===== config.mk =====
export PLATFORM = sky130hd
export DESIGN_NAME = video_port_output_window
export DESIGN_NICKNAME = d
export VERILOG_FILES = /design/src/verilog/input_bit_select.v /design/src/verilog/video_port_output_window.v
export VERILOG_INCLUDE_DIRS = /design/src /design/src/verilog
export SDC_FILE = /design/constraint.sdc
export NUM_CORES = 1
export LEC_CHECK = 0
export ABC_AREA = 1
export BUFFER_PORTS_ARGS = -buffer_cell sky130_fd_sc_hd__buf_2
export CAP_MARGIN = 10
export CORE_ASPECT_RATIO = 0.75
export CORE_UTILIZATION = 40
export DETAILED_ROUTE_END_ITERATION = 10
export PLACE_DENSITY_LB_ADDON = 0.12
export SLEW_MARGIN = 20
export SYNTH_ARGS = -nofsm -noshare
export SYNTH_HDL_FRONTEND = slang
export SYNTH_SLANG_ARGS = --single-unit
export TNS_END_PERCENT = 50

===== constraint.sdc =====
create_clock -name clk -period 3.5 [get_ports clk]
set_clock_uncertainty 0.05 [all_clocks]
set_input_delay 1.05 -clock clk [delete_from_list [all_inputs] [get_ports clk]]
set_output_delay 1.05 -clock clk [all_outputs]
set_load 0.01 [all_outputs]

===== src/verilog/video_port_regs.vh =====
// register offsets, field positions and reset values of the video port output window
`ifndef VIDEO_PORT_REGS_VH
`define VIDEO_PORT_REGS_VH

`define ADDR_W 4
`define OFS_HORZ_WIN 4'h0
`define OFS_VERT_WIN 4'h4
`define OFS_OUT_WIN 4'h8
`define OFS_IN_SEL 4'hc
`define OFS_STATUS 4'h1

`define START_HI 28
`define START_LO 16
`define LEN_HI 12
`define LEN_LO 0
`define OLC_HI 30
`define OLC_LO 17
`define OPC_HI 16
`define OPC_LO 4
`define OFF_HI 3
`define OFF_LO 0
`define SEL_HI 14
`define SEL_LO 12
`define SEL_MAX 3'h6

`define WIN_RESET 32'h00000000
`define WIN_W_MASK 32'h1fff1fff
`define OUT_W_MASK 32'h7fffffff
`define SEL_W_MASK 32'h00007000

`endif

===== src/verilog/input_bit_select.v =====
// picks 10 bits of the 16-bit input bus and registers them
`timescale 1ns/10ps
`include "video_port_regs.vh"
module input_bit_select #(
    parameter IN_W = 16,
    parameter OUT_W = 10
) (
    input wire clk,
    input wire rst_n,
    input wire [IN_W-1:0] busIn,
    input wire [2:0] sel,
    output reg [OUT_W-1:0] pixelOut
);
    // code 0 takes the top bits, each step down one; reserved code holds lowest
    wire [2:0] shiftSel;
    wire [IN_W-1:0] shifted;

    assign shiftSel = (sel > `SEL_MAX) ? `SEL_MAX : sel;
    assign shifted = busIn >> (`SEL_MAX - shiftSel);

    always @(posedge clk or negedge rst_n)
    begin
        if (!rst_n)
            pixelOut <= {OUT_W{1'b0}};
        else
            pixelOut <= shifted[OUT_W-1:0];
    end
endmodule // input_bit_select


===== src/verilog/video_port_output_window.v =====
// video port output window: reformatter crop plus output framing
//
// Contract
// - 13-bit start line from input vertical sync
// - 13-bit count of accepted lines
// - output at most the programmed line count
// - output feeds preview, statistics, histogram
// - output vsync from each input vsync rise
// - output at most programmed pixel count each line
// - 4-bit offset starts output hsync
// - 13-bit start pixel and pixel count
// - 3-bit select picks 10 input bits
`timescale 1ns/10ps
`include "video_port_regs.vh"
module video_port_output_window #(
    parameter IN_W = 16,
    parameter PIX_W = 10
) (
    input wire clk,
    input wire rst_n,
    input wire [`ADDR_W-1:0] regAddr,
    input wire [31:0] regWdata,
    input wire regWr,
    input wire regRd,
    output reg [31:0] regRdata,
    input wire [IN_W-1:0] videoIn,
    input wire inputVerticalSync,
    input wire inputHorizontalSync,
    output reg [PIX_W-1:0] portPixel,
    output reg portValid,
    output reg portVerticalSync,
    output reg portHorizontalSync
);
    ////////////////////////////////////////////////////////////////////////
    // registers
    reg [31:0] horzWin_r;
    reg [31:0] vertWin_r;
    reg [31:0] outWin_r;
    reg [31:0] inSel_r;

    always @(posedge clk or negedge rst_n)
    begin
        if (!rst_n)
        begin
            horzWin_r <= `WIN_RESET;
            vertWin_r <= `WIN_RESET;
            outWin_r <= `WIN_RESET;
            inSel_r <= `WIN_RESET;
        end
        else if (regWr)
        begin
            case (regAddr)
                `OFS_HORZ_WIN: horzWin_r <= regWdata & `WIN_W_MASK;
                `OFS_VERT_WIN: vertWin_r <= regWdata & `WIN_W_MASK;
                `OFS_OUT_WIN: outWin_r <= regWdata & `OUT_W_MASK;
                `OFS_IN_SEL: inSel_r <= regWdata & `SEL_W_MASK;
                default: ;
            endcase
        end
    end

    wire [12:0] startPixel = horzWin_r[`START_HI:`START_LO];
    wire [12:0] pixelCount = horzWin_r[`LEN_HI:`LEN_LO];
    wire [12:0] startLine = vertWin_r[`START_HI:`START_LO];
    wire [12:0] lineCount = vertWin_r[`LEN_HI:`LEN_LO];
    wire [13:0] outLines = outWin_r[`OLC_HI:`OLC_LO];
    wire [12:0] outPixels = outWin_r[`OPC_HI:`OPC_LO];
    wire [3:0] outOffset = outWin_r[`OFF_HI:`OFF_LO];

    ////////////////////////////////////////////////////////////////////////
    // input sync and data alignment
    reg vs1_r, vs2_r, vs3_r, hs1_r, hs2_r, hs3_r;
    reg [IN_W-1:0] d1_r;
    reg [IN_W-1:0] d2_r;
    wire [PIX_W-1:0] selPixel;

    always @(posedge clk or negedge rst_n)
    begin
        if (!rst_n)
        begin
            {vs1_r, vs2_r, vs3_r, hs1_r, hs2_r, hs3_r} <= 6'h00;
            d1_r <= {IN_W{1'b0}};
            d2_r <= {IN_W{1'b0}};
        end
        else
        begin
            vs1_r <= inputVerticalSync;
            vs2_r <= vs1_r;
            vs3_r <= vs2_r;
            hs1_r <= inputHorizontalSync;
            hs2_r <= hs1_r;
            hs3_r <= hs2_r;
            d1_r <= videoIn;
            d2_r <= d1_r;
        end
    end

    // selector adds one cycle, so sync is compared one stage later too
    input_bit_select #(.IN_W(IN_W), .OUT_W(PIX_W)) bitSel (
        .clk(clk),
        .rst_n(rst_n),
        .busIn(d2_r),
        .sel(inSel_r[`SEL_HI:`SEL_LO]),
        .pixelOut(selPixel)
    );

    wire vsRise = vs2_r & ~vs3_r;
    wire hsRise = hs2_r & ~hs3_r;

    ////////////////////////////////////////////////////////////////////////
    // counters: input line/pixel and output line/pixel
    reg [12:0] inLine_r;
    reg [12:0] inPix_r;
    reg [13:0] outLine_r;
    reg [12:0] outPix_r;
    reg lineOpen_r;
    reg frameOn_r;
    reg hsPend_r;

    function inRange;
        input [12:0] pos;
        input [12:0] first;
        input [12:0] len;
        begin
            inRange = ({1'b0, pos} >= {1'b0, first}) &&
                ({1'b0, pos} < ({1'b0, first} + {1'b0, len}));
        end
    endfunction

    wire lineOk = inRange(inLine_r, startLine, lineCount);
    wire pixOk = inRange(inPix_r, startPixel, pixelCount);
    // offset counted from the first accepted pixel of each line
    wire [13:0] relPix = {1'b0, inPix_r} - {1'b0, startPixel};
    wire atOffset = pixOk && (relPix == {10'h000, outOffset});
    wire lineDone = outLine_r >= outLines;
    wire pixGo = frameOn_r && lineOk && lineOpen_r && !lineDone &&
        pixOk && (relPix >= {10'h000, outOffset}) &&
        (outPix_r < outPixels);

    always @(posedge clk or negedge rst_n)
    begin
        if (!rst_n)
        begin
            inLine_r <= 13'h0000;
            inPix_r <= 13'h0000;
            outLine_r <= 14'h0000;
            outPix_r <= 13'h0000;
            lineOpen_r <= 1'b0;
            frameOn_r <= 1'b0;
            hsPend_r <= 1'b0;
            portPixel <= {PIX_W{1'b0}};
            portValid <= 1'b0;
            portVerticalSync <= 1'b0;
            portHorizontalSync <= 1'b0;
        end
        else
        begin
            portVerticalSync <= vsRise;
            portHorizontalSync <= 1'b0;
            portValid <= 1'b0;
            if (vsRise)
            begin
                inLine_r <= 13'h0000;
                inPix_r <= 13'h0000;
                outLine_r <= 14'h0000;
                outPix_r <= 13'h0000;
                lineOpen_r <= 1'b0;
                frameOn_r <= 1'b1;
                hsPend_r <= 1'b0;
            end
            else if (hsRise)
            begin
                inPix_r <= 13'h0000;
                if (lineOpen_r)
                    inLine_r <= inLine_r + 13'h0001;
                // a line that emitted pixels counts as one output line
                if (outPix_r != 13'h0000)
                    outLine_r <= outLine_r + 14'h0001;
                outPix_r <= 13'h0000;
                lineOpen_r <= 1'b1;
                hsPend_r <= 1'b1;
            end
            else
            begin
                inPix_r <= inPix_r + 13'h0001;
                if (hsPend_r && atOffset && frameOn_r && lineOk && !lineDone)
                begin
                    portHorizontalSync <= 1'b1;
                    hsPend_r <= 1'b0;
                end
                if (pixGo)
                begin
                    portValid <= 1'b1;
                    portPixel <= selPixel;
                    outPix_r <= outPix_r + 13'h0001;
                end
            end
        end
    end

    ////////////////////////////////////////////////////////////////////////
    // read port, data one cycle after the strobe
    always @(posedge clk or negedge rst_n)
    begin
        if (!rst_n)
            regRdata <= 32'h00000000;
        else if (regRd)
        begin
            case (regAddr)
                `OFS_HORZ_WIN: regRdata <= horzWin_r;
                `OFS_VERT_WIN: regRdata <= vertWin_r;
                `OFS_OUT_WIN: regRdata <= outWin_r;
                `OFS_IN_SEL: regRdata <= inSel_r;
                // status: output line reached and frame active
                `OFS_STATUS: regRdata <= {17'h00000, frameOn_r, outLine_r};
                default: regRdata <= 32'h00000000;
            endcase
        end
        else
            regRdata <= 32'h00000000;
    end
endmodule // video_port_output_window


==> out/qor.txt, run 1 <==
Outcome -> finished, violations left
Failing checks -> setup timing
Placer congestion estimate -> 0.899
Sequential-to-total area share from yosys stat -> 44.0%
Crit Path Max Fanout -> 13
DPL Wire Length -> 30100 um
Ports -> 103
Peak supply drop -> 0.349 mV
Crit-path max cell delay -> 380 ps
Asr flop ratio synth -> 100%
Die Y -> 160 um
Clock tree buffer depth -> 3
Design Area, Final -> 16000 um^2
Netlist Area Pre-Place -> 13300 um^2
Final net count -> 1966
GR Layer Usage met2 -> 32.4%
TritonCTS buffer count -> 27
Largest net degree at the start of global routing -> 55
CTS H-tree depth -> 1
Number of synthesized flops with an enable pin -> 0
Reg area -> 5860 um^2
Initial DRC count -> 956
Clock Tree Root -> clkbuf_16
Crit-path most repeated cell -> nand2_1
Met3 Resource Use GR -> 4.07%
Vias in the first global route -> 10.8k
DIE AREA -> 34000 um^2
Setup repair after global routing missed its margin -> yes
Layout cells sized above 1 -> 14.9%
Post-Synthesis Cells -> 1634
Period Utilization, post-route -> 101%
Antenna Violating Nets Remaining -> 0
TritonCTS clock tree -> yes
Fin crit period -> 3540 ps
Synthesized Nets -> 1807
Critical Path, Cell by Cell -> ha_2, fa_2, nand3_2, nand2_2, a21o_1, nand2_2, a21oi_2, nand2_1, nand2_1, nand2_1, nand2_1, xor2_1, ha_1, a21oi_2, nand3b_1, nand3_1, nor2_2, nand2_2, nor2_4, buf_12, nand2_8, nand3_1, nand2_1
DRT Pass-1 Iters -> 5
Buffers on Ports -> 100
Global Route Usage Sum -> 23.6%
Vias per cell -> 5.07
CP arrival -> 3950 ps
Site Rows -> 57
Area after DPL -> 14800 um^2
Die W -> 213 um
CP Buf/Inv Count -> 1
Core ar. -> 32500 um^2
Critical path type -> reg2reg
Pre-CTS WS -> -270 ps
Final Util -> 49.1%
DRC violations left -> 0
Synth Warn # -> 0
First-pass GRT wire length -> 61700 um
Finished Layout Cells -> 2256
Hold Fails Final Rpt -> 0
Most used DFF post-synth -> dfrtp_1
Netlist cell types -> 49
FILL cells -> 3226
Initial antenna violation count -> 1
Crit path launch type -> flop
CP top delay family -> simple AND/OR/NAND/NOR gates
Vias -> 11.4k
Yosys reg bits -> 234
P_leak -> 0.00838 uW
Multi-input logic area -> 6540 um^2
Routing usage on met1 -> 37.9%
Global route total overflow -> 0
Required @ worst endpoint -> 3910 ps
Setup_tns -> -481 ps
Clock Latency Late Sink -> 570 ps
Synth area leader -> dfrtp_1
Synth top area share -> 44.0%
Rel. slew slack -> 48.6%
Synth area leaders -> dfrtp_1 (44%), ha_1 (11%), nand2_1 (10%)
Dpl cells -> 2202
Clock Sinks -> 234
Syn avg cell area -> 8.14 um^2
Final setup fails -> 13
WL/cell -> 17.3 um
Pin slew with the least headroom to its limit -> 768 ps
Crit path capture type -> flop
Fin worst setup slack -> -44.0 ps
Final wirelength -> 39000 um
Slew Limit Fails -> 0
Layout area overhead -> 20.1%
GR peak layer -> met1
Fmax -> 282 MHz
Clock transition at the registers of the reported paths -> 60 ps
Max Cap Violations -> 0
Hold crit path type -> reg2reg
Starting density of the core -> 40.9%
Worst path slowest cell -> dfrtp_1
Power per cell area -> 576 nW/um^2
## metal layers
layer / vias up / part of all wire [%]
met2: 268 / 40
met1: 5413 / 52
met3: 43 / 6.0
li1: 5713 / -
met5: - / 0
met4: 0 / 1.8
## report_power, final
| group | leakage [uW] | switching, uW | internal (uW) | total, uW |
|---|---|---|---|---|
| logic | 0.00490 | 1650 | 1110 | 2760 |
| registers | 0.00301 | 337 | 3080 | 3410 |
| clock network | 0.000460 | 1190 | 1830 | 3030 |
## state kept, by name (all words and copies together), names as in the netlist, 3 cells and up
name,cells
outWin_r,31
d1_r,16
outLine_r,14
inPix_r,13
outPix_r,13
vertWin_r,26
inSel_r,3
inLine_r,13
horzWin_r,26
regRdata,31
d2_r,16
portPixel,10
bitSel.pixelOut,10
## cells by family after synthesis
logic type | Yosys count | synth area share [%]
AND/OR/NAND/NOR | 642 | 20.8
AO/OA/AOI/OAI | 312 | 13.0
buffers and inverters | 287 | 8.31
flip-flops | 234 | 44.0
adder cells (fa/ha/maj) | 115 | 11.0
XOR/XNOR | 39 | 2.57
multiplexers | 4 | 0.301
other | 1 | 0.0282
## synthesized netlist by cell type, drive strengths merged (5+ instances only)
library cell and n:
nand2 360, inv 239, dfrtp 234, o21ai 161
nor2 120, ha 112, a21oi 86, nand3 71
nand4 46, clkbuf 39, xor2 31, nor3 28
o22ai 18, a221oi 12, o21bai 9, xnor2 8
buf 7, a21o 6, a31oi 5, nor4 5
## layout make-up
class                      count  area share (%)
sequential                   234            36.7
inverter                     241            5.66
timing repair buffer         176            7.36
clock buffer                  39            4.82
tap                          442            3.46
multi-input combinational   1113            40.9
clock inverter                10            1.10
antenna                        1          0.0157
## worst register-to-register path, delay by kind of cell (launching register included)
family / cells / cell delay, ps
flops: 1 / 380
xor+xnor: 1 / 140
compound gates: 3 / 460
buf+inv: 1 / 160
simple gates: 15 / 1360
fa+ha+maj: 3 / 890
## worst paths after layout
path                            slack [ps]  depth (start not counted)                       from                         to
worst max-delay path                   -40                         23  vertWin_r[16]$_DFFE_PN0P_    outPix_r[8]$_DFFE_PN0P_
worst min-delay path                   290                          0          d1_r[2]$_DFF_PN0_          d2_r[2]$_DFF_PN0_
worst max register to register         -40                         23  vertWin_r[16]$_DFFE_PN0P_    outPix_r[8]$_DFFE_PN0P_
worst min register to register         290                          0          d1_r[2]$_DFF_PN0_          d2_r[2]$_DFF_PN0_
max in group asynchronous             2260                          2                      rst_n          d2_r[6]$_DFF_PN0_
min in group asynchronous              360                          1                      rst_n  vertWin_r[26]$_DFFE_PN0P_
## layout by cell type (no fill, tap or decap), drive strengths merged, types with 2 or more instances in the layout
cell and instances:
a211oi 3, a21o 6, a21oi 86, a221oi 12, a31oi 5, and3 3
buf 176, bufinv 4, clkbuf 39, clkinv 5, dfrtp 234, fa 3
ha 112, inv 241, mux2i 4, nand2 360, nand3 71, nand3b 4
nand4 46, nor2 120, nor3 28, nor3b 2, nor4 5, o211ai 4
o21a 2, o21ai 161, o21bai 9, o221ai 3, o22ai 18, or2 3
xnor2 8, xor2 31
## metrics by stage
stage	hold WS [ps]	power, uW
final	292	9200
after global routing	296	9820
after floorplan	281	5070
after detailed placement	285	6100
after global placement	281	6050
after CTS	295	9180
## repair_timing
item / CTS / global route
pin swaps: 4 / 21
hold endpoints to repair: 0 / 0
resized for setup: 15 / 23
hold buffers: 0 / 0
buffers inserted: 5 / 1
setup endpoints to repair: 24 / 26
(Power assumes the default switching activity.)
==> inputs of run 2 (changes only) <==
Settings changed: ABC_AREA 1 to unset.
==> out/qor.txt, run 2 <==
Asr flop ratio synth -> 100%
Buffers on Ports -> 100
Synth area leader -> dfrtp_1
Layout cells sized above 1 -> 33.0%
Power per cell area -> 595 nW/um^2
Placer congestion estimate -> 0.856
Multi-input logic area -> 6820 um^2
P_leak -> 0.00819 uW
R2R Path End -> outPix_r[9]$_DFFE_PN0P_
Reg area -> 5860 um^2
Synthesized Nets -> 1380
Most frequent cells in the layout -> dfrtp_1 (234), buf_4 (186), ha_1 (109)
Synth top area share -> 44.9%
Hold crit path type -> reg2reg
Hold Fails Final Rpt -> 0
Initial antenna violation count -> 1
Fin crit period -> 4420 ps
Yosys reg bits -> 234
Most used DFF post-synth -> dfrtp_1
Dominant cell by count in the synthesized netlist -> dfrtp_1
TritonCTS clock tree -> yes
Hold buffer count at cts -> 0
Slew Limit Fails -> 0
Combinational Power Share -> 35.2%
Largest registers -> outWin_r: 31 flops, regRdata: 31 flops
Post-layout power -> 9840 uW
Critical path type -> reg2reg
Netlist cell types -> 73
Required @ worst endpoint -> 3940 ps
Final wirelength -> 37600 um
Netlist Area Pre-Place -> 13000 um^2
Hold path cells -> 0
Worst reg-to-reg path cell count -> 21
DIE AREA -> 33300 um^2
Final net count -> 1658
DRT Pass-1 Iters -> 5
Initial DRC count -> 773
Worst hold slack -> 279 ps
CTS H-tree depth -> 1
TritonCTS buffer count -> 26
Sw Share -> 32.1%
Global route total overflow -> 0
Vias in the first global route -> 9895
Global Route Usage Sum -> 22.9%
Pin slew with the least headroom to its limit -> 970 ps
Post-Synthesis Cells -> 1207
NetSw -> 3160 uW
Ant. Diodes -> 0
Hold Startpoint -> d1_r[12]$_DFF_PN0_
Fin worst setup slack -> -917 ps
Die Y -> 158 um
Worst r2r src -> horzWin_r[16]$_DFFE_PN0P_
Crit path capture type -> flop
Setup_tns -> -20650 ps
Failing checks -> setup timing
Largest net degree at the start of global routing -> 80
Synth Warn # -> 0
Fmax -> 226 MHz
Crit path launch type -> flop
CP arrival -> 4850 ps
DRC violations left -> 0
Clock Sinks -> 234
Crit Path Max Fanout -> 3
Setup repair after global routing missed its margin -> yes
Clock transition at the registers of the reported paths -> 60 ps
Pint -> 6680 uW
Peak supply drop -> 0.457 mV
Max Cap Violations -> 0
Final setup fails -> 26
Syn avg cell area -> 10.8 um^2
Period Utilization, post-route -> 126%
Final Util -> 52.2%
Starting density of the core -> 41.1%
Clock Latency Late Sink -> 560 ps
FILL cells -> 2876
Core ar. -> 31700 um^2
First-pass GRT wire length -> 58200 um
Rel. slew slack -> 35.1%
WL/cell -> 19.4 um
Ports -> 103
Synth area leaders -> dfrtp_1 (45%), ha_1 (11%), mux2_2 (8.1%)
Worst Hold Endpoint -> d2_r[12]$_DFF_PN0_
Clock tree buffer depth -> 3
Commonest non-fill, non-tap cell in the layout -> dfrtp_1
Pre-CTS WS -> -1300 ps
Sequential-to-total area share from yosys stat -> 44.9%
Vias per cell -> 5.26
Layout area overhead -> 26.9%
Number of synthesized flops with an enable pin -> 0
DPL Wire Length -> 29200 um
Vias -> 10.2k
Sequential share of power -> 33.7%
Reg2Reg Setup Slack -> -920 ps
Die W -> 210 um
Site Rows -> 56
Clk pwr share -> 31.1%
Clock Tree Root -> clkbuf_16
Post-synth top cells -> dfrtp_1 (234), ha_1 (112), nor2_1 (97), mux2_2 (94), inv_1 (82)
Outcome -> finished, violations left
Antenna Violating Nets Remaining -> 0
-- run 2: how the worst max path moves through the flow --
stage / from / to / cells past startpoint
after floorplan: horzWin_r[16]$_DFFE_PN0P_ / portPixel[0]$_DFFE_PN0P_ / 21
after CTS: vertWin_r[0]$_DFFE_PN0P_ / portPixel[1]$_DFFE_PN0P_ / 20
after global routing: horzWin_r[16]$_DFFE_PN0P_ / outPix_r[9]$_DFFE_PN0P_ / 21
final: horzWin_r[16]$_DFFE_PN0P_ / outPix_r[9]$_DFFE_PN0P_ / 21
after detailed placement: vertWin_r[0]$_DFFE_PN0P_ / portPixel[3]$_DFFE_PN0P_ / 19
after global placement: horzWin_r[0]$_DFFE_PN0P_ / portPixel[3]$_DFFE_PN0P_ / 20
-- run 2: cell type report --
class / count / area share (%)
multi-input combinational: 847 / 41.3
sequential: 234 / 35.4
timing repair buffer: 294 / 12.3
clock buffer: 30 / 4.21
tap: 435 / 3.29
inverter: 82 / 1.86
clock inverter: 18 / 1.61
-- run 2: logic make-up after synthesis --
kind of cell               Yosys count  share of synthesized area (%)
and+or+nand+nor                    292                           11.3
xor gates and xnor gates            61                           4.10
other                                1                         0.0288
DFF                                234                           44.9
adders and majority gates          115                           11.2
AOI/OAI and AO/OA                  235                           12.4
buffers and inverters              126                           3.85
muxes                              143                           12.2
-- run 2: power by group through the flow --
stage / logic, uW / registers [uW] / clock network, uW
floorplan: 2020 / 3310 / 0
global placement: 3370 / 3350 / 0
detailed placement: 3400 / 3360 / 0
CTS: 3450 / 3320 / 3120
global route: 3850 / 3350 / 3230
finish: 3460 / 3320 / 3060
-- run 2: stage by stage --
| stage | std cells | area [um^2] |
|---|---|---|
| floorplan | 1207 | 13100 |
| global placement | 1886 | 15400 |
| detailed placement | 1886 | 15400 |
| CTS | 1939 | 16500 |
| global route | 1940 | 16500 |
| finish | 1940 | 16500 |
-- run 2: critical path: stages, from the launching register on --
cell and delay (ps):
dfrtp_1 360, ha_2 210, inv_2 50, fa_2 340, nor2b_2 140, o21ai_2 80, a21oi_2 150, o21ai_1 70
nand2b_1 110, a21o_1 150, nand4_1 140, a31oi_1 190, xnor2_1 150, ha_1 270, a211o_1 310, a211oi_2 170
a211oi_2 130, nor4b_4 430, buf_4 210, nand4_1 150, or3_1 360, a21oi_2 120
-- run 2: timing repair --
action                                  CTS  global route
setup buffers                             4             2
resized for setup                        13            12
endpoints found under the setup margin   26            26
gates cloned                              1             0
pin swaps                                20             9
-- run 2: metal layers --
layer / global-route usage (%) / up-vias / routed length (um)
met4: 5.38 / 2 / 851
met3: 2.66 / 52 / 1520
met5: 0 / - / 12
met1: 35.0 / 5021 / 19300
li1: - / 4893 / -
met2: 34.4 / 244 / 16000
